`config.mk`:
```
export PLATFORM = sky130hd
export DESIGN_NAME = flash_protect_host
export DESIGN_NICKNAME = d
export VERILOG_FILES = /design/src/flash_ctrl_pkg.sv /design/src/flash_cycle_if.sv /design/src/flash_cycle_engine.sv /design/src/flash_protect_host.sv
export SDC_FILE = /design/constraint.sdc
export NUM_CORES = 1
export LEC_CHECK = 0
export BUFFER_PORTS_ARGS = -buffer_cell sky130_fd_sc_hd__buf_4
export CAP_MARGIN = 20
export CORE_MARGIN = 2
export CORE_UTILIZATION = 25
export CTS_BUF_LIST = sky130_fd_sc_hd__clkbuf_16
export DETAILED_ROUTE_END_ITERATION = 10
export GPL_TIMING_DRIVEN = 1
export HOLD_SLACK_MARGIN = 0.1
export PLACE_DENSITY_LB_ADDON = 0.3
export SLEW_MARGIN = 20
export SYNTH_ARGS = -nofsm -noshare
export SYNTH_HDL_FRONTEND = slang
export SYNTH_HIERARCHICAL = 1
export SYNTH_SLANG_ARGS = --single-unit
```
`constraint.sdc`:
```
create_clock -name clk_i -period 3.6 [get_ports clk_i]
set_input_delay 0.18 -clock clk_i [delete_from_list [all_inputs] [get_ports clk_i]]
set_output_delay 0.18 -clock clk_i [all_outputs]
set_load 0.03 [all_outputs]
```
`src/flash_ctrl_pkg.sv`:
```
// Constants, types and register map shared by the flash protection controller
package flash_ctrl_pkg;

  // Register byte offsets on the Wishbone side
  localparam logic [7:0] CTRL_OFF = 8'h00;
  localparam logic [7:0] ADDR_OFF = 8'h04;
  localparam logic [7:0] DATA_OFF = 8'h08;
  localparam logic [7:0] STATUS_OFF = 8'h0c;
  localparam logic [7:0] RDATA_OFF = 8'h10;
  localparam logic [7:0] COUNT_OFF = 8'h14;

  // Field positions
  localparam int CTRL_START_BIT = 8;
  localparam int ST_BUSY_BIT = 0;
  localparam int ST_DONE_BIT = 1;
  localparam int ST_REFUSED_BIT = 2;
  localparam int ST_NEED_DATA_BIT = 3;
  localparam int ST_PROTECTED_BIT = 4;
  localparam int ST_LOCKED_BIT = 5;
  localparam int ST_MODE_LSB = 8;

  // Host command codes written to CTRL[3:0]
  localparam logic [3:0] CMD_RESET = 4'h0;
  localparam logic [3:0] CMD_ENTER_LOCK = 4'h1;
  localparam logic [3:0] CMD_LOCK_READ = 4'h2;
  localparam logic [3:0] CMD_LOCK_PROG = 4'h3;
  localparam logic [3:0] CMD_ENTER_PWD = 4'h4;
  localparam logic [3:0] CMD_PWD_PROG = 4'h5;
  localparam logic [3:0] CMD_EXIT = 4'h6;
  localparam logic [3:0] CMD_BUF_PROG = 4'h7;
  localparam logic [3:0] CMD_PROT_READ = 4'h8;

  // Flash bus addresses and data codes (byte-wide mode)
  localparam logic [23:0] UNLOCK_ADDR1 = 24'h00_0aaa;
  localparam logic [23:0] UNLOCK_ADDR2 = 24'h00_0555;
  localparam logic [23:0] LOCK_READ_ADDR = 24'h00_0000;
  localparam logic [7:0] UNLOCK_DATA1 = 8'haa;
  localparam logic [7:0] UNLOCK_DATA2 = 8'h55;
  localparam logic [7:0] LOCK_ENTRY_CODE = 8'h40;
  localparam logic [7:0] PWD_ENTRY_CODE = 8'h60;
  localparam logic [7:0] PROGRAM_CODE = 8'ha0;
  localparam logic [7:0] EXIT_CODE1 = 8'h90;
  localparam logic [7:0] EXIT_CODE2 = 8'h00;
  localparam logic [7:0] RESET_CODE = 8'hf0;
  localparam logic [7:0] BUF_LOAD_CODE = 8'h25;
  localparam logic [7:0] BUF_CONFIRM_CODE = 8'h29;
  localparam logic [15:0] LOCKED_WORD = 16'h0001;

  // Write buffer limits: five command cycles plus data words stay within 37
  localparam int BUF_MAX_CYCLES = 37;
  localparam int BUF_OVERHEAD = 5;
  localparam logic [5:0] BUF_MAX_WORDS = 6'(BUF_MAX_CYCLES - BUF_OVERHEAD);

  // Bus cycle timing at 200 MHz; least times round up
  localparam int CLK_PERIOD_NS = 5;
  localparam int T_SETUP_NS = 10;
  localparam int T_PULSE_NS = 35;
  localparam int T_HOLD_NS = 10;
  localparam int SETUP_CYC = (T_SETUP_NS + CLK_PERIOD_NS - 1) / CLK_PERIOD_NS;
  localparam int PULSE_CYC = (T_PULSE_NS + CLK_PERIOD_NS - 1) / CLK_PERIOD_NS;
  localparam int HOLD_CYC = (T_HOLD_NS + CLK_PERIOD_NS - 1) / CLK_PERIOD_NS;
  localparam int SYNC_LAT = 2;

  typedef enum logic [1:0] {MODE_ARRAY, MODE_LOCKREG, MODE_PASSWORD} mode_type;

  typedef struct packed {
    logic is_read;
    logic last;
    logic wait_data;
    logic [23:0] addr;
    logic [15:0] data;
  } step_type;

endpackage

```
`src/flash_cycle_if.sv`:
```
// Single flash bus cycle request and answer between sequencer and pin engine
`timescale 1ns/1ps
`default_nettype none
interface flash_cycle_if;
  logic req;
  logic is_read;
  logic [23:0] addr;
  logic [15:0] wdata;
  logic done;
  logic [15:0] rdata;
  modport seq (output req, output is_read, output addr, output wdata,
               input done, input rdata);
  modport eng (input req, input is_read, input addr, input wdata,
               output done, output rdata);
endinterface
`default_nettype wire

```
`src/flash_cycle_engine.sv`:
```
// Pin engine: runs one asynchronous write or read cycle on the flash pins
`timescale 1ns/1ps
`default_nettype none
module flash_cycle_engine
  import flash_ctrl_pkg::*;
#(
  parameter int SETUP_CYCLES = SETUP_CYC,
  parameter int PULSE_CYCLES = PULSE_CYC,
  parameter int HOLD_CYCLES = HOLD_CYC
)(
  input wire logic clk_i,
  input wire logic rst_i,
  flash_cycle_if.eng cyc,
  output logic [23:0] flash_addr_o,
  output logic [15:0] flash_dq_o,
  input wire logic [15:0] flash_dq_i,
  output logic flash_dq_oe_n_o,
  output logic flash_ce_n_o,
  output logic flash_we_n_o,
  output logic flash_oe_n_o
);

  initial
  begin
    if (SETUP_CYCLES < 1 || PULSE_CYCLES < 1 || HOLD_CYCLES < 1 ||
        PULSE_CYCLES + SYNC_LAT > 255)
      $error("flash_cycle_engine: cycle counts out of range");
  end

  typedef enum logic [1:0] {ENG_IDLE, ENG_SETUP, ENG_PULSE, ENG_HOLD} eng_state_type;

  eng_state_type state_reg, state_next;
  logic [7:0] cnt_reg, cnt_next;
  logic rd_reg;
  logic [15:0] dq_meta_reg, dq_sync_reg, rdata_reg;
  logic done_reg;
  logic [23:0] addr_reg;
  logic [15:0] dq_out_reg;
  logic oe_n_reg, ce_n_reg, we_n_reg, dq_oe_n_reg;
  logic count_end;

  // A read pulse is stretched by the synchroniser delay so the sample is settled data
  assign count_end = (cnt_reg == 8'd1);

  // Phase sequencing
  always_comb
  begin
    state_next = state_reg;
    cnt_next = cnt_reg - 8'd1;
    case (state_reg)
      ENG_IDLE:
      begin
        cnt_next = 8'(SETUP_CYCLES);
        if (cyc.req)
          state_next = ENG_SETUP;
      end
      ENG_SETUP:
        if (count_end)
        begin
          state_next = ENG_PULSE;
          cnt_next = rd_reg ? 8'(PULSE_CYCLES + SYNC_LAT) : 8'(PULSE_CYCLES);
        end
      ENG_PULSE:
        if (count_end)
        begin
          state_next = ENG_HOLD;
          cnt_next = 8'(HOLD_CYCLES);
        end
      ENG_HOLD:
        if (count_end)
          state_next = ENG_IDLE;
      default:
        state_next = ENG_IDLE;
    endcase
  end

  // Pin drive; data is driven only for write cycles, high byte zero in commands
  always_ff @(posedge clk_i)
  begin
    dq_meta_reg <= flash_dq_i;
    dq_sync_reg <= dq_meta_reg;
    if (rst_i)
    begin
      state_reg <= ENG_IDLE;
      cnt_reg <= 8'h00;
      rd_reg <= 1'b0;
      addr_reg <= 24'h00_0000;
      dq_out_reg <= 16'h0000;
      dq_oe_n_reg <= 1'b1;
      ce_n_reg <= 1'b1;
      we_n_reg <= 1'b1;
      oe_n_reg <= 1'b1;
      done_reg <= 1'b0;
      rdata_reg <= 16'h0000;
    end
    else
    begin
      state_reg <= state_next;
      cnt_reg <= cnt_next;
      done_reg <= (state_reg == ENG_HOLD) && count_end;
      if (state_reg == ENG_IDLE && cyc.req)
      begin
        rd_reg <= cyc.is_read;
        addr_reg <= cyc.addr;
        dq_out_reg <= cyc.wdata;
        dq_oe_n_reg <= cyc.is_read;
        ce_n_reg <= 1'b0;
      end
      if (state_next == ENG_PULSE && state_reg == ENG_SETUP)
      begin
        we_n_reg <= rd_reg;
        oe_n_reg <= ~rd_reg;
      end
      if (state_reg == ENG_PULSE && count_end)
      begin
        we_n_reg <= 1'b1;
        oe_n_reg <= 1'b1;
        if (rd_reg)
          rdata_reg <= dq_sync_reg;
      end
      if (state_reg == ENG_HOLD && count_end)
      begin
        ce_n_reg <= 1'b1;
        dq_oe_n_reg <= 1'b1;
      end
    end
  end

  assign cyc.done = done_reg;
  assign cyc.rdata = rdata_reg;
  assign flash_addr_o = addr_reg;
  assign flash_dq_o = dq_out_reg;
  assign flash_dq_oe_n_o = dq_oe_n_reg;
  assign flash_ce_n_o = ce_n_reg;
  assign flash_we_n_o = we_n_reg;
  assign flash_oe_n_o = oe_n_reg;

endmodule
`default_nettype wire

```
`src/flash_protect_host.sv`:
```
// Host controller that drives flash protection command sequences from Wishbone
// Summary of operation
// - Lock region entry writes AAA/AA, 555/55, AAA/40.
// - Lock bit program: write A0 then the value, addresses don't care.
// - Exit lock region or password set with 90 then 00; back to array read.
// - Password set entry writes AAA/AA, 555/55, AAA/60.
// - Host sends buffer word count as words to load minus one.
// - Sequence cycles are writes except listed read and verify cycles.
// - Wrong or misordered cycles leave device undefined; host must send reset.
// - Reset command returns to array read after lock operations or failures.
// - Buffer program only from array read; at most 37 cycles.
// - Mode instructions only after the matching entry sequence.
// - Host must exit a protection set or the device hangs.
//
// Implementation choices: the Wishbone register port and the placing of the registers.
`timescale 1ns/1ps
`default_nettype none
module flash_protect_host
  import flash_ctrl_pkg::*;
#(
  parameter int ADDR_W = 24
)(
  input wire logic clk_i,
  input wire logic rst_i,
  input wire logic wb_cyc_i,
  input wire logic wb_stb_i,
  input wire logic wb_we_i,
  input wire logic [7:0] wb_adr_i,
  input wire logic [31:0] wb_dat_i,
  input wire logic [3:0] wb_sel_i,
  output logic [31:0] wb_dat_o,
  output logic wb_ack_o,
  output logic [23:0] flash_addr_o,
  output logic [15:0] flash_dq_o,
  input wire logic [15:0] flash_dq_i,
  output logic flash_dq_oe_n_o,
  output logic flash_ce_n_o,
  output logic flash_we_n_o,
  output logic flash_oe_n_o
);

  initial
  begin
    if (ADDR_W != 24)
      $error("flash_protect_host: only a 24-bit flash address is supported");
  end

  ////////////////////////////////////////////////////////////////////////////
  // Helpers

  // Byte-lane merge for Wishbone writes
  function automatic logic [31:0] merge_sel(input logic [31:0] old_val,
                                            input logic [31:0] new_val,
                                            input logic [3:0] sel);
    logic [31:0] res;
    res = old_val;
    for (int i = 0; i < 4; i++)
    begin
      if (sel[i])
        res[i*8 +: 8] = new_val[i*8 +: 8];
    end
    return res;
  endfunction

  // Command cycle with data byte only; upper data bits stay zero, address passed as given
  function automatic step_type wr_step(input logic [23:0] addr, input logic [7:0] code,
                                       input logic last);
    step_type s;
    s.is_read = 1'b0;
    s.last = last;
    s.wait_data = 1'b0;
    s.addr = addr;
    s.data = {8'h00, code};
    return s;
  endfunction

  // Mode gate for every host command
  function automatic logic cmd_allowed(input logic [3:0] cmd, input mode_type mode,
                                       input logic [5:0] words);
    logic ok;
    case (cmd)
      CMD_RESET: ok = 1'b1;
      CMD_ENTER_LOCK, CMD_ENTER_PWD: ok = (mode == MODE_ARRAY);
      CMD_LOCK_READ, CMD_LOCK_PROG: ok = (mode == MODE_LOCKREG);
      CMD_PWD_PROG: ok = (mode == MODE_PASSWORD);
      CMD_EXIT, CMD_PROT_READ: ok = (mode != MODE_ARRAY);
      CMD_BUF_PROG: ok = (mode == MODE_ARRAY) && (words != 6'd0) &&
                         (words <= BUF_MAX_WORDS);
      default: ok = 1'b0;
    endcase
    return ok;
  endfunction

  // Bus cycle number idx of command cmd
  function automatic step_type step_fn(input logic [3:0] cmd, input logic [5:0] idx,
                                       input logic [23:0] addr, input logic [15:0] data,
                                       input logic [5:0] words);
    step_type s;
    logic [23:0] blk;
    blk = {addr[23:16], 16'h0000};
    s = wr_step(UNLOCK_ADDR1, RESET_CODE, 1'b1);
    case (cmd)
      CMD_ENTER_LOCK, CMD_ENTER_PWD:
        case (idx)
          6'd0: s = wr_step(UNLOCK_ADDR1, UNLOCK_DATA1, 1'b0);
          6'd1: s = wr_step(UNLOCK_ADDR2, UNLOCK_DATA2, 1'b0);
          default: s = wr_step(UNLOCK_ADDR1, (cmd == CMD_ENTER_LOCK) ?
                               LOCK_ENTRY_CODE : PWD_ENTRY_CODE, 1'b1);
        endcase
      CMD_LOCK_READ, CMD_PROT_READ:
      begin
        s.is_read = 1'b1;
        s.addr = (cmd == CMD_LOCK_READ) ? LOCK_READ_ADDR : blk;
        s.data = 16'h0000;
      end
      CMD_LOCK_PROG, CMD_PWD_PROG:
        if (idx == 6'd0)
          s = wr_step(24'h00_0000, PROGRAM_CODE, 1'b0);
        else
        begin
          s = wr_step(24'h00_0000, data[7:0], 1'b1);
          if (cmd == CMD_PWD_PROG)
          begin
            s.addr = {22'h00_0000, addr[1:0]};
            s.data = data;
          end
        end
      CMD_EXIT:
        s = (idx == 6'd0) ? wr_step(24'h00_0000, EXIT_CODE1, 1'b0) :
                            wr_step(24'h00_0000, EXIT_CODE2, 1'b1);
      CMD_BUF_PROG:
        if (idx == 6'd0)
          s = wr_step(UNLOCK_ADDR1, UNLOCK_DATA1, 1'b0);
        else if (idx == 6'd1)
          s = wr_step(UNLOCK_ADDR2, UNLOCK_DATA2, 1'b0);
        else if (idx == 6'd2)
          s = wr_step(blk, BUF_LOAD_CODE, 1'b0);
        else if (idx == 6'd3)
        begin
          s = wr_step(blk, 8'h00, 1'b0);
          s.data = 16'(words - 6'd1);
        end
        else if (idx < 6'd4 + words)
        begin
          s = wr_step(addr + 24'(idx - 6'd4), 8'h00, 1'b0);
          s.data = data;
          s.wait_data = 1'b1;
        end
        else
          s = wr_step(blk, BUF_CONFIRM_CODE, 1'b1);
      default:
        s = wr_step(UNLOCK_ADDR1, RESET_CODE, 1'b1);
    endcase
    return s;
  endfunction

  ////////////////////////////////////////////////////////////////////////////
  // Wishbone slave: ack one cycle after the strobe, dropped the cycle after

  logic wb_ack_reg;
  logic [31:0] wb_dat_reg, rd_word;
  logic wb_req, wr_ctrl, wr_addr, wr_data, wr_status, wr_count;
  logic [31:0] ctrl_merged, addr_merged, data_merged, count_merged, status_merged;

  assign wb_req = wb_cyc_i && wb_stb_i && !wb_ack_reg;
  assign wr_ctrl = wb_req && wb_we_i && (wb_adr_i == CTRL_OFF);
  assign wr_addr = wb_req && wb_we_i && (wb_adr_i == ADDR_OFF);
  assign wr_data = wb_req && wb_we_i && (wb_adr_i == DATA_OFF);
  assign wr_status = wb_req && wb_we_i && (wb_adr_i == STATUS_OFF);
  assign wr_count = wb_req && wb_we_i && (wb_adr_i == COUNT_OFF);

  ////////////////////////////////////////////////////////////////////////////
  // Registers and sequencer state

  typedef enum logic [1:0] {SEQ_IDLE, SEQ_ISSUE, SEQ_WAIT} seq_state_type;

  seq_state_type state_reg, state_next;
  mode_type mode_reg, mode_next;
  logic [3:0] cmd_reg;
  logic [23:0] addr_reg;
  logic [15:0] data_reg, rdata_reg;
  logic [5:0] count_reg, idx_reg, idx_next;
  logic data_valid_reg, done_reg, refused_reg, protected_reg, locked_reg;
  logic req_reg, req_next;
  step_type step;
  logic start_req, start_ok, issue_go, take_data, finish, clr_done, clr_refused;

  flash_cycle_if fc ();

  assign ctrl_merged = merge_sel({20'h0_0000, 3'b000, 1'b0, 4'h0, cmd_reg}, wb_dat_i, wb_sel_i);
  assign addr_merged = merge_sel({8'h00, addr_reg}, wb_dat_i, wb_sel_i);
  assign data_merged = merge_sel({16'h0000, data_reg}, wb_dat_i, wb_sel_i);
  assign count_merged = merge_sel({26'h000_0000, count_reg}, wb_dat_i, wb_sel_i);
  assign status_merged = merge_sel(32'h0000_0000, wb_dat_i, wb_sel_i);

  // Start decode; a start while busy or in the wrong mode is refused, not queued
  assign start_req = wr_ctrl && ctrl_merged[CTRL_START_BIT];
  assign start_ok = start_req && (state_reg == SEQ_IDLE) &&
                    cmd_allowed(ctrl_merged[3:0], mode_reg, count_reg);
  assign clr_done = wr_status && status_merged[ST_DONE_BIT];
  assign clr_refused = wr_status && status_merged[ST_REFUSED_BIT];

  // Current bus cycle; buffer data words wait until software supplies them
  assign step = step_fn(cmd_reg, idx_reg, addr_reg, data_reg, count_reg);
  assign issue_go = (state_reg == SEQ_ISSUE) && (!step.wait_data || data_valid_reg);
  assign take_data = issue_go && step.wait_data;
  assign finish = (state_reg == SEQ_WAIT) && fc.done && step.last;

  assign fc.req = req_reg;
  assign fc.is_read = step.is_read;
  assign fc.addr = step.addr;
  assign fc.wdata = step.data;

  // Sequencer walk over the command's cycles, strictly in order
  always_comb
  begin
    state_next = state_reg;
    idx_next = idx_reg;
    req_next = 1'b0;
    case (state_reg)
      SEQ_IDLE:
        if (start_ok)
        begin
          state_next = SEQ_ISSUE;
          idx_next = 6'd0;
        end
      SEQ_ISSUE:
        if (issue_go)
        begin
          req_next = 1'b1;
          state_next = SEQ_WAIT;
        end
      SEQ_WAIT:
        if (fc.done)
        begin
          state_next = step.last ? SEQ_IDLE : SEQ_ISSUE;
          idx_next = idx_reg + 6'd1;
        end
      default:
        state_next = SEQ_IDLE;
    endcase
  end

  // Mode tracking: only reset and exit return the device to array read
  always_comb
  begin
    mode_next = mode_reg;
    if (finish)
      case (cmd_reg)
        CMD_RESET, CMD_EXIT: mode_next = MODE_ARRAY;
        CMD_ENTER_LOCK: mode_next = MODE_LOCKREG;
        CMD_ENTER_PWD: mode_next = MODE_PASSWORD;
        default: mode_next = mode_reg;
      endcase
  end

  // Sequencer, mode and request flip-flops
  always_ff @(posedge clk_i)
  begin
    if (rst_i)
    begin
      state_reg <= SEQ_IDLE;
      mode_reg <= MODE_ARRAY;
      idx_reg <= 6'd0;
      req_reg <= 1'b0;
    end
    else
    begin
      state_reg <= state_next;
      mode_reg <= mode_next;
      idx_reg <= idx_next;
      req_reg <= req_next;
    end
  end

  // Software-visible registers; hardware set of a flag wins over its clear
  always_ff @(posedge clk_i)
  begin
    if (rst_i)
    begin
      cmd_reg <= CMD_RESET;
      addr_reg <= 24'h00_0000;
      data_reg <= 16'h0000;
      count_reg <= 6'd1;
      data_valid_reg <= 1'b0;
      done_reg <= 1'b0;
      refused_reg <= 1'b0;
    end
    else
    begin
      if (start_ok)
        cmd_reg <= ctrl_merged[3:0];
      if (wr_addr && state_reg == SEQ_IDLE)
        addr_reg <= addr_merged[23:0];
      if (wr_data)
        data_reg <= data_merged[15:0];
      if (wr_count && state_reg == SEQ_IDLE)
        count_reg <= count_merged[5:0];
      data_valid_reg <= wr_data || (data_valid_reg && !take_data);
      done_reg <= finish || (done_reg && !clr_done);
      refused_reg <= (start_req && !start_ok) || (refused_reg && !clr_refused);
    end
  end

  // Read results: low data bit low means protected, word 0001 means locked
  always_ff @(posedge clk_i)
  begin
    if (rst_i)
    begin
      rdata_reg <= 16'h0000;
      protected_reg <= 1'b0;
      locked_reg <= 1'b0;
    end
    else if (finish && step.is_read)
    begin
      rdata_reg <= fc.rdata;
      protected_reg <= ~fc.rdata[0];
      locked_reg <= (fc.rdata == LOCKED_WORD);
    end
  end

  ////////////////////////////////////////////////////////////////////////////
  // Register read mux and bus answer; unmapped reads give zero and still ack

  assign rd_word = (wb_adr_i == CTRL_OFF) ? {28'h000_0000, cmd_reg} :
                   (wb_adr_i == ADDR_OFF) ? {8'h00, addr_reg} :
                   (wb_adr_i == DATA_OFF) ? {16'h0000, data_reg} :
                   (wb_adr_i == STATUS_OFF) ? {22'h00_0000, mode_reg, 2'b00,
                                               locked_reg, protected_reg,
                                               (state_reg == SEQ_ISSUE) && step.wait_data &&
                                               !data_valid_reg,
                                               refused_reg, done_reg,
                                               state_reg != SEQ_IDLE} :
                   (wb_adr_i == RDATA_OFF) ? {16'h0000, rdata_reg} :
                   (wb_adr_i == COUNT_OFF) ? {26'h000_0000, count_reg} : 32'h0000_0000;

  always_ff @(posedge clk_i)
  begin
    if (rst_i)
    begin
      wb_ack_reg <= 1'b0;
      wb_dat_reg <= 32'h0000_0000;
    end
    else
    begin
      wb_ack_reg <= wb_req;
      if (wb_req)
        wb_dat_reg <= rd_word;
    end
  end

  assign wb_ack_o = wb_ack_reg;
  assign wb_dat_o = wb_dat_reg;

  ////////////////////////////////////////////////////////////////////////////
  // Pin engine

  flash_cycle_engine #(
    .SETUP_CYCLES(SETUP_CYC),
    .PULSE_CYCLES(PULSE_CYC),
    .HOLD_CYCLES(HOLD_CYC)
  ) u_engine (
    .clk_i(clk_i),
    .rst_i(rst_i),
    .cyc(fc.eng),
    .flash_addr_o(flash_addr_o),
    .flash_dq_o(flash_dq_o),
    .flash_dq_i(flash_dq_i),
    .flash_dq_oe_n_o(flash_dq_oe_n_o),
    .flash_ce_n_o(flash_ce_n_o),
    .flash_we_n_o(flash_we_n_o),
    .flash_oe_n_o(flash_oe_n_o)
  );

endmodule
`default_nettype wire

```
======== Yosys cells after proc, flatten, opt, wreduce, memory -nomap -nowiden ========
Cells that the tools add are included.
storage, ports and cells
  word-level logic and storage cells ...... 198
  output and inout port bits .............. 77
  bits in registers ....................... 219
  bits of input ports ..................... 65
cells by class
  equal/unequal tests ..................... 37
  muxes and demuxes ....................... 43
  $lt $le $gt $ge ......................... 2
  $add $sub $neg .......................... 6
  reduce and logical (&&, ||, !) cells .... 75
  bitwise logic cells ..................... 3
operators by type and width
  kind                 count
  $pmux 40 s5          1
  $mux 43              4
  $mux 42              3
  $pmux 42 s2          1
  $mux 24              3
  $mux 16              3
  $eq 4x3->1 const B   8
  $logic_and 1x1->1    32
  $add 24x24->24       1
  $mux 6               4
  $pmux 8 s3           1
  $reduce_or 2->1      10
  $mux 18              1
  $eq 16x1->1 const B  1
  $eq 4x2->1 const B   4
  $eq 8x4->1 const B   2
  $eq 8x5->1 const B   2
  $mux 8               2
  $pmux 2 s4           2
  $reduce_and 2->1     8
  $mux 2               7
  $eq 6x2->1 const B   2
  $pmux 2 s3           2
  $pmux 6 s2           1
  32 further kinds     61

======== Longest topological paths before layout ========
Gate-level depths: netlist of the first run.
  depth in word-level cells ............... 15
  gate-level depth with buffers ........... 14
  mapped depth without buffers ............ 13

======== Modules after synthesis ========
The synthesis of the first run kept the hierarchy.
modules (own cells, without submodules)
  module              area each (um2)  times used  seq. area each (um2)  cells each
  flash_protect_host  6,914.1          1           2,142.1               912
  flash_cycle_engine  3,338.2          1           2,082.0               348

======== Least setup slack after synthesis of the first run ========
Ideal clock, no wire load.
  path kind ............................... reg2reg
  start ................................... reg idx_reg[3]
  end ..................................... reg u_engine.addr_reg[16], in the netlist u_engine/flash_addr_o[16]
  setup slack ............................. 846 ps
  arrival time ............................ 2,684 ps
  stages on the path, launching flop included .. 14
  library setup time ...................... 70 ps
  period minus slack after synthesis ...... 2,754 ps
  cells stage by stage .................... dfxtp_1 > inv_1 > ha_1 > inv_1 > ha_1 > o21ai_0 > o21bai_1 > a21oi_1 > buf_2 > a41oi_1 > or4_1 > nand3_1 > nand2_1 > a21oi_1
between the ends
  cells in the longest elaborated chain, start to end .. 8
RTL lines
  item                      line                       RTL
  start: declaration        flash_protect_host.sv:182  logic [5:0] count_reg, idx_reg, idx_next;
  start signal: assignment  flash_protect_host.sv:271  idx_reg <= idx_next;
  $sub 6x3->7               flash_protect_host.sv:145  s = wr_step(addr + 24'(idx - 6'd4), 8'h00, 1'b0);
  $add 24x24->24            flash_protect_host.sv:145
  $mux 42                   flash_protect_host.sv:143  else if (idx < 6'd4 + words)
  $mux 43                   flash_protect_host.sv:138  else if (idx == 6'd3)
  $mux 43                   flash_protect_host.sv:136  else if (idx == 6'd2)
  $mux 43                   flash_protect_host.sv:134  else if (idx == 6'd1)
  $mux 43 (*)               flash_protect_host.sv:132  if (idx == 6'd0)
  $pmux 40 s5 (*)           flash_protect_host.sv:102  case (cmd)
  named net fc.addr[16]     flash_cycle_if.sv:7        logic [23:0] addr;
  end signal: assignment    flash_cycle_engine.sv:104  addr_reg <= cyc.addr;
  end: declaration          flash_cycle_engine.sv:37   logic [23:0] addr_reg;
The timed path passes the listed nets; every way through them passes the cells marked *.
A chain may end at the register's enable or synchronous reset.

======== Final worst setup path of the first run ========
  start ................................... reg count_reg[2]
  end ..................................... reg u_engine.addr_reg[17], in the netlist u_engine/flash_addr_o[17]
between the ends
  cells in the longest elaborated chain, start to end .. 8
RTL lines
  item                      line                       RTL
  start: declaration        flash_protect_host.sv:182
  start signal: assignment  flash_protect_host.sv:298  count_reg <= count_merged[5:0];
  $add 3x6->6               flash_protect_host.sv:143
  $lt 6x6->1                flash_protect_host.sv:143
  $mux 42                   flash_protect_host.sv:143
  $mux 43                   flash_protect_host.sv:138
  $mux 43                   flash_protect_host.sv:136
  $mux 43                   flash_protect_host.sv:134
  $mux 43                   flash_protect_host.sv:132
  $pmux 40 s5               flash_protect_host.sv:102
  named net fc.addr[17]     flash_cycle_if.sv:7
The timed path passes the listed nets, and every way through them passes these cells.

==> results of run 1 <==
==> per-stage QoR <==
step                       util  worst slack (ns)  area [um2]  hold slack, ns
after floorplan               -             0.846       10300           0.208
after global placement    0.287             0.569       11700           0.285
after detailed placement  0.287             0.548       11700           0.286
after CTS                 0.315             0.528       12800           0.175
after global routing      0.315             0.209       12800           0.220
final                     0.315             0.541       12800           0.208
==> power groups by stage <==
| stage | combinational (mW) | sequential (mW) | clock [mW] |
|---|---|---|---|
| floorplan | 0.0986 | 2.44 | 0 |
| global placement | 0.206 | 2.43 | 0 |
| detailed placement | 0.209 | 2.43 | 0 |
| CTS | 0.246 | 2.38 | 2.36 |
| global route | 0.263 | 2.38 | 2.43 |
| finish | 0.245 | 2.38 | 2.28 |
==> final timing paths <==
kind                               startpoint                                      to  slack (ns)  cells past startpoint
max                 count_reg[2]$_SDFFE_PP0P_  u_engine/flash_addr_o[17]$_SDFFE_PP0P_        0.54                     12
min reg2reg  u_engine/dq_meta_reg[12]$_DFF_P_        u_engine/dq_sync_reg[12]$_DFF_P_        0.33                      0
min                               wb_sel_i[0]                     done_reg$_SDFF_PP0_        0.21                      6
max reg2reg         count_reg[2]$_SDFFE_PP0P_  u_engine/flash_addr_o[17]$_SDFFE_PP0P_        0.54                     12
==> area by class of cell <==
type	count	share of cell area
Multi-Input combinational cell	942	0.434
Sequential cell	211	0.330
Timing Repair Buffer	190	0.120
Tap cell	532	0.0520
Clock buffer	24	0.0469
Clock inverter	18	0.00929
Inverter	23	0.00675
Antenna cell	1	0.000196
==> critical path: stages, from the launching register on <==
cell,delay (ns)
dfxtp_1,0.51
inv_1,0.08
ha_1,0.28
inv_1,0.04
ha_1,0.17
or3_1,0.40
o32ai_2,0.25
nand2_1,0.36
a21o_1,0.28
or3_1,0.30
nand3_1,0.10
nand2_1,0.05
a21oi_1,0.12
==> logic make-up (layout without fill, tap and decap cells) <==
kind of cell	count (synthesis)	in the layout	share of synthesized area
fa+ha+maj	26	26	0.0322
mux	77	77	0.0757
simple gates	531	531	0.239
flops	211	211	0.412
other cells	1	9	0.000366
xor+xnor	34	34	0.0290
buf+inv	114	255	0.0486
compound gates	266	266	0.163
==> synthesized netlist by cell type, drive strengths merged (4+ instances only) <==
cell type | instances | area share
a211oi | 6 | 0.0044
a21o | 12 | 0.0088
a21oi | 125 | 0.061
a22oi | 16 | 0.012
a31oi | 8 | 0.0049
and2 | 10 | 0.0061
and3 | 11 | 0.0067
buf | 26 | 0.016
clkbuf | 64 | 0.023
dfxtp | 211 | 0.41
ha | 24 | 0.029
inv | 23 | 0.0084
mux2 | 4 | 0.0044
mux2i | 73 | 0.071
nand2 | 208 | 0.076
nand2b | 7 | 0.0043
nand3 | 31 | 0.015
nand4 | 13 | 0.0079
nor2 | 165 | 0.060
nor2b | 6 | 0.0037
nor3 | 26 | 0.013
nor3b | 7 | 0.0066
nor4 | 10 | 0.0096
o211ai | 10 | 0.0073
o21a | 5 | 0.0037
o21ai | 31 | 0.015
o22ai | 9 | 0.0055
o32ai | 5 | 0.0068
or2 | 4 | 0.0024
or3 | 11 | 0.0068
or4 | 8 | 0.0066
xnor2 | 21 | 0.018
xor2 | 13 | 0.011
==> what timing repair did <==
item                      CTS  global route
hold buffers               41             0
hold endpoints to repair   66             0
buffers inserted            0             0
==> layer usage <==
layer | up-vias | share of wire | wire [um] | GRT usage
li1 | 4646 | - | - | -
met1 | 4391 | 0.48 | 16200 | 0.227
met2 | 303 | 0.43 | 14300 | 0.235
met3 | 42 | 0.069 | 2340 | 0.0293
met4 | 0 | 0.023 | 788 | 0.0434
met5 | - | 0 | 0 | 0
==> metrics.md, run 1 <==
| Metric | Value |
|---|---|
| Initial DRT Pass Iterations | 5 |
| Chip Width | slightly above 200 um |
| Pins Over Slew Limit | 0 |
| Max-cap check violation count | 0 |
| Routability cong. | 0.849 |
| Post-synthesis async set-or-reset flop share | 0 |
| Internal Pwr Total | about 3.8 mW |
| Setup crit start kind | register |
| DIE HEIGHT | around 210 um |
| Root Driver | clkbuf_16 |
| Register area share after synthesis | 0.412 |
| WL final | 33,600 um |
| Switch share | 0.235 |
| FMAX | 327 MHz |
| Inst Count DP | 1,857 |
| Most frequent cells in the layout | 211 x dfxtp_1, 208 x nand2_1, 164 x nor2_1 |
| Switching power | roughly 1.1 mW |
| Finished Layout Cells | 1,941 |
| WP data arrival | about 3.5 ns |
| Seq pwr share | 0.485 |
| Average wire per standard cell | 17.3 um |
| Share of layout cells above drive strength 1 | 0.148 |
| Clk_lat worst skew | 0.55 ns |
| Rel. slew slack | 0.352 |
| DP HPWL | 25,200 um |
| PortBufs | 124 |
| IO Pins | ~140 |
| Clock power share | 0.465 |
| Yosys reg bits | about 210 |
| Top FF cell, synth | dfxtp_1 |
| Power Dens Cells | 383 nW/um2 |
| Clk buf depth | 3 |
| P_leak | 5.09 nW |
| Synth warn | 6 |
| Setup_tns | 0 ns |
| Sequential Area | approximately 4200 um2 |
| CTS resizes | 0 |
| Final nets | around 1,500 |
| Commonest non-fill, non-tap cell in the layout | dfxtp_1 |
| Mapped Area | approximately 10,000 um2 |
| Final setup fails | 0 |
| Post-Syn Instances | 1,260 |
| GRT Total Usage | 0.157 |
| Drt initial violations | 740 |
| GRT overflow | 0 |
| RSZ-0062 raised after global routing | no |
| H-tree levels | 1 |
| Worst-path clk slew | 0.07 ns |
| Worst EP required | just over 4 ns |
| Actual slew at the worst max-slew pin | 0.972 ns |
| Fillers | around 4,300 |
| Status | finished clean |
| Final min period | 3.06 ns |
| Site row count | 74 |
| Initial antenna violation count | 1 |
| Endpoints failing hold | 0 |
| P&R area growth vs syn | 24.8% |
| Antenna viol nets, final | 0 |
| Synth unique cells | between 80 and 90 |
| CTS tree | built |
| Vias in the first global route | 8,829 |
| # DRC | 0 |
| Starting density of the core | 0.252 |
| Combinational power share | 0.050 |
| Worst setup EP type | register |
| Vias post-DR | 9,382 |
| Worst Skew | 0.0172 ns |
| Inserted Clock Buffers | 24 |
| Worst-path fanout max | 15 |
| Core box area | 40,600 um2 |
| Worst min-delay path class | input port to register |
| Multi-input combinational cell area | 5560 um2 |
| Synth Area per Inst | 8.14 um2 |
| Number of synthesized flops with an enable pin | 0 |
| Global-route wire length before repair | 51,800 um |
| WS Path Type | register to register |
| Largest net degree at the start of global routing | 88 |
| Final Power | 4.90 mW |
| VDD IR-drop max | 0.000284 V |
| Final period util | 0.850 |
| DR vias/cell | approximately 4.8 |
| Die Area | 42,600 um2 |
| Total clock sinks | 211 |
No activity file was read; power rests on OpenSTA's default activity.
==> run 2, diff against run 1 <==
==> constraint.sdc (replaced) <==
create_clock -name clk_i -period 2.8 [get_ports clk_i]
set_input_delay 0.14 -clock clk_i [delete_from_list [all_inputs] [get_ports clk_i]]
set_output_delay 0.14 -clock clk_i [all_outputs]
set_load 0.03 [all_outputs]
==> metrics.md, run 2 (synthesized netlist as in run 1, its figures left out) <==
| Metric | Value |
|---|---|
| Status | finished clean |
| DIE HEIGHT | 207 um |
| Critical-path cell list | buf_6, nand3_4, xor2_2, ha_2, or3_4, o32ai_4, nand2_2, buf_6, or4_4, nand3_2, nand2_1, a21oi_2 |
| Hold endpoint | count_reg[4]$_SDFFE_PP0P_ |
| Vias in the first global route | a little under 9,000 |
| RSZ-0062 raised after global routing | yes |
| P_leak | 5.40 nW |
| Worst-path fanout max | 8 |
| Most frequent cells in the layout | 208 x dfxtp_1, 205 x nand2_1, 194 x buf_4 |
| H-tree levels | 1 |
| Switch share | 0.238 |
| DP HPWL | 26,300 um |
| Final setup fails | 0 |
| Fillers | ~4,300 |
| Crit-path max cell delay | between 0.4 and 0.5 ns |
| HP Start | rst_i |
| Drt initial violations | 712 |
| Power Dens Cells | 480 nW/um2 |
| Final nets | around 1,500 |
| Slowest stage cell, crit path | or4_4 |
| GRT Total Usage | 0.157 |
| Site row count | 74 |
| Commonest non-fill, non-tap cell in the layout | dfxtp_1 |
| Antenna viol nets, final | 0 |
| VDD IR-drop max | approximately 0.00035 V |
| PnR worst setup slack | approximately 0.05 ns |
| WP data arrival | 3.21 ns |
| Inserted Clock Buffers | 25 |
| Switching power | 1.53 mW |
| Worst r2r dst | u_engine/flash_addr_o[18]$_SDFFE_PP0P_ |
| Internal Pwr Total | 4.92 mW |
| Endpoints failing hold | 0 |
| Root Driver | clkbuf_16 |
| Share of layout cells above drive strength 1 | 0.207 |
| # DRC | 0 |
| Worst EP required | 3.26 ns |
| Vias post-DR | around 9,600 |
| Most frequent CP cell | buf_6 |
| Final Power | ~6.5 mW |
| DR vias/cell | 4.79 |
| Setup crit start kind | register |
| Rel. slew slack | 0.500 |
| Initial antenna violation count | 0 |
| Initial DRT Pass Iterations | 5 |
| Fin util | 0.331 |
| Clk_lat worst skew | roughly 0.54 ns |
| Clock power share | 0.477 |
| Largest net degree at the start of global routing | 54 |
| R2R cell count | 12 |
| IO Pins | about 140 |
| Flop-to-flop setup slack | 0.05 ns |
| Global-route wire length before repair | 52,200 um |
| Clk buf depth | 3 |
| Hold Path Cell Cnt | 2 |
| Core box area | a little over 40,000 um2 |
| Final period util | 0.982 |
| Starting density of the core | 0.252 |
| PortBufs | 124 |
| Seq pwr share | 0.474 |
| Total clock sinks | 211 |
| Die Area | 42,600 um2 |
| Routability cong. | 0.891 |
| Setup_tns | 0 ns |
| Hold WS | 0.111 ns |
| FMAX | 364 MHz |
| CTS tree | built |
| Actual slew at the worst max-slew pin | 0.744 ns |
| Worst Skew | 0.0197 ns |
| Worst reg2reg path startpoint | count_reg[3]$_SDFFE_PP0P_ |
| WS Path Type | register to register |
| Worst min-delay path class | input port to register |
| Average wire per standard cell | roughly 17 um |
| Worst-path clk slew | 0.06 ns |
| Final min period | 2.75 ns |
| Max-cap check violation count | 0 |
| Chip Width | approximately 210 um |
| Worst slack, placed | 0.0171 ns |
| P&R area growth vs syn | 31.1% |
| Worst setup EP type | register |
| Pins Over Slew Limit | 0 |
| WL final | ~35,000 um |
| Combinational power share | 0.049 |
| GRT overflow | 0 |
| Ant diodes | 0 |
[run 2: cell count changes in the layout (fill, tap and decap cells not counted), sizes merged]
cell | previous run | this run
clkinvlp | 1 | 6
buf | 149 | 202
clkinv | 14 | 10
diode | 1 | 0
clkbuf | 24 | 25
inv | 25 | 27
[run 2: repair_timing]
| action | CTS | global route |
|---|---|---|
| pin swaps | 1 | 13 |
| hold buffers | 41 | 0 |
| buffers inserted | 1 | 3 |
| endpoints found under the setup margin | 1 | 32 |
| resized for setup | 0 | 53 |
| endpoints found under the hold margin | 66 | 0 |
| gates cloned | 0 | 1 |
[run 2: cell type report]
class,count,area [um2],area share
Sequential cell,211,4230,0.315
Clock inverter,21,156,0.0116
Timing Repair Buffer,243,1960,0.146
Clock buffer,25,626,0.0465
Multi-Input combinational cell,942,5720,0.426
Tap cell,532,666,0.0495
Inverter,23,86.3,0.00642
[run 2: stage by stage]
step / cell area (um2) / cells
floorplan: 10300 / 1267
global placement: 12000 / 1905
detailed placement: 12000 / 1905
CTS: 13200 / 1993
global route: 13400 / 1997
finish: 13400 / 1997
[run 2: power groups by stage]
stage	Clock [mW]	Sequential [mW]	Combinational, mW
finish	3.08	3.06	0.317
global placement	0	3.12	0.267
global route	3.28	3.06	0.340
detailed placement	0	3.12	0.271
CTS	3.15	3.06	0.317
floorplan	0	3.13	0.127
[run 2: how the worst max path moves through the flow]
stage | from | to | slack (ns) | cells past startpoint
2_1_floorplan | idx_reg[3]$_SDFFE_PP0P_ | u_engine/flash_addr_o[16]$_SDFFE_PP0P_ | 0.05 | 13
5_1_grt | idx_reg[2]$_SDFFE_PP0P_ | u_engine/flash_addr_o[22]$_SDFFE_PP0P_ | -0.08 | 14
4_1_cts | count_reg[2]$_SDFFE_PP0P_ | wb_dat_o[3]$_SDFFE_PP0P_ | 0.03 | 11
3_5_place_dp | idx_reg[2]$_SDFFE_PP0P_ | u_engine/flash_addr_o[22]$_SDFFE_PP0P_ | 0.02 | 14
3_3_place_gp | idx_reg[2]$_SDFFE_PP0P_ | u_engine/flash_addr_o[22]$_SDFFE_PP0P_ | 0.004 | 14
6_report | count_reg[3]$_SDFFE_PP0P_ | u_engine/flash_addr_o[18]$_SDFFE_PP0P_ | 0.05 | 12
[run 2: per-layer routing]
metal	track usage	vias to the layer above	wire length, um
met2	0.236	273	15000
li1	-	4772	-
met4	0.0485	0	1000
met3	0.0229	53	1920
met1	0.229	4471	16800
met5	0	-	0
[run 2: worst max-delay path, delay by kind of cell (launching register included)]
kind | cells | cell delay, ns
buffers and inverters | 2 | 0.29
DFF | 1 | 0.35
xor gates and xnor gates | 1 | 0.16
AOI/OAI and AO/OA | 2 | 0.46
and+or+nand+nor | 6 | 1.22
adders and majority gates | 1 | 0.19
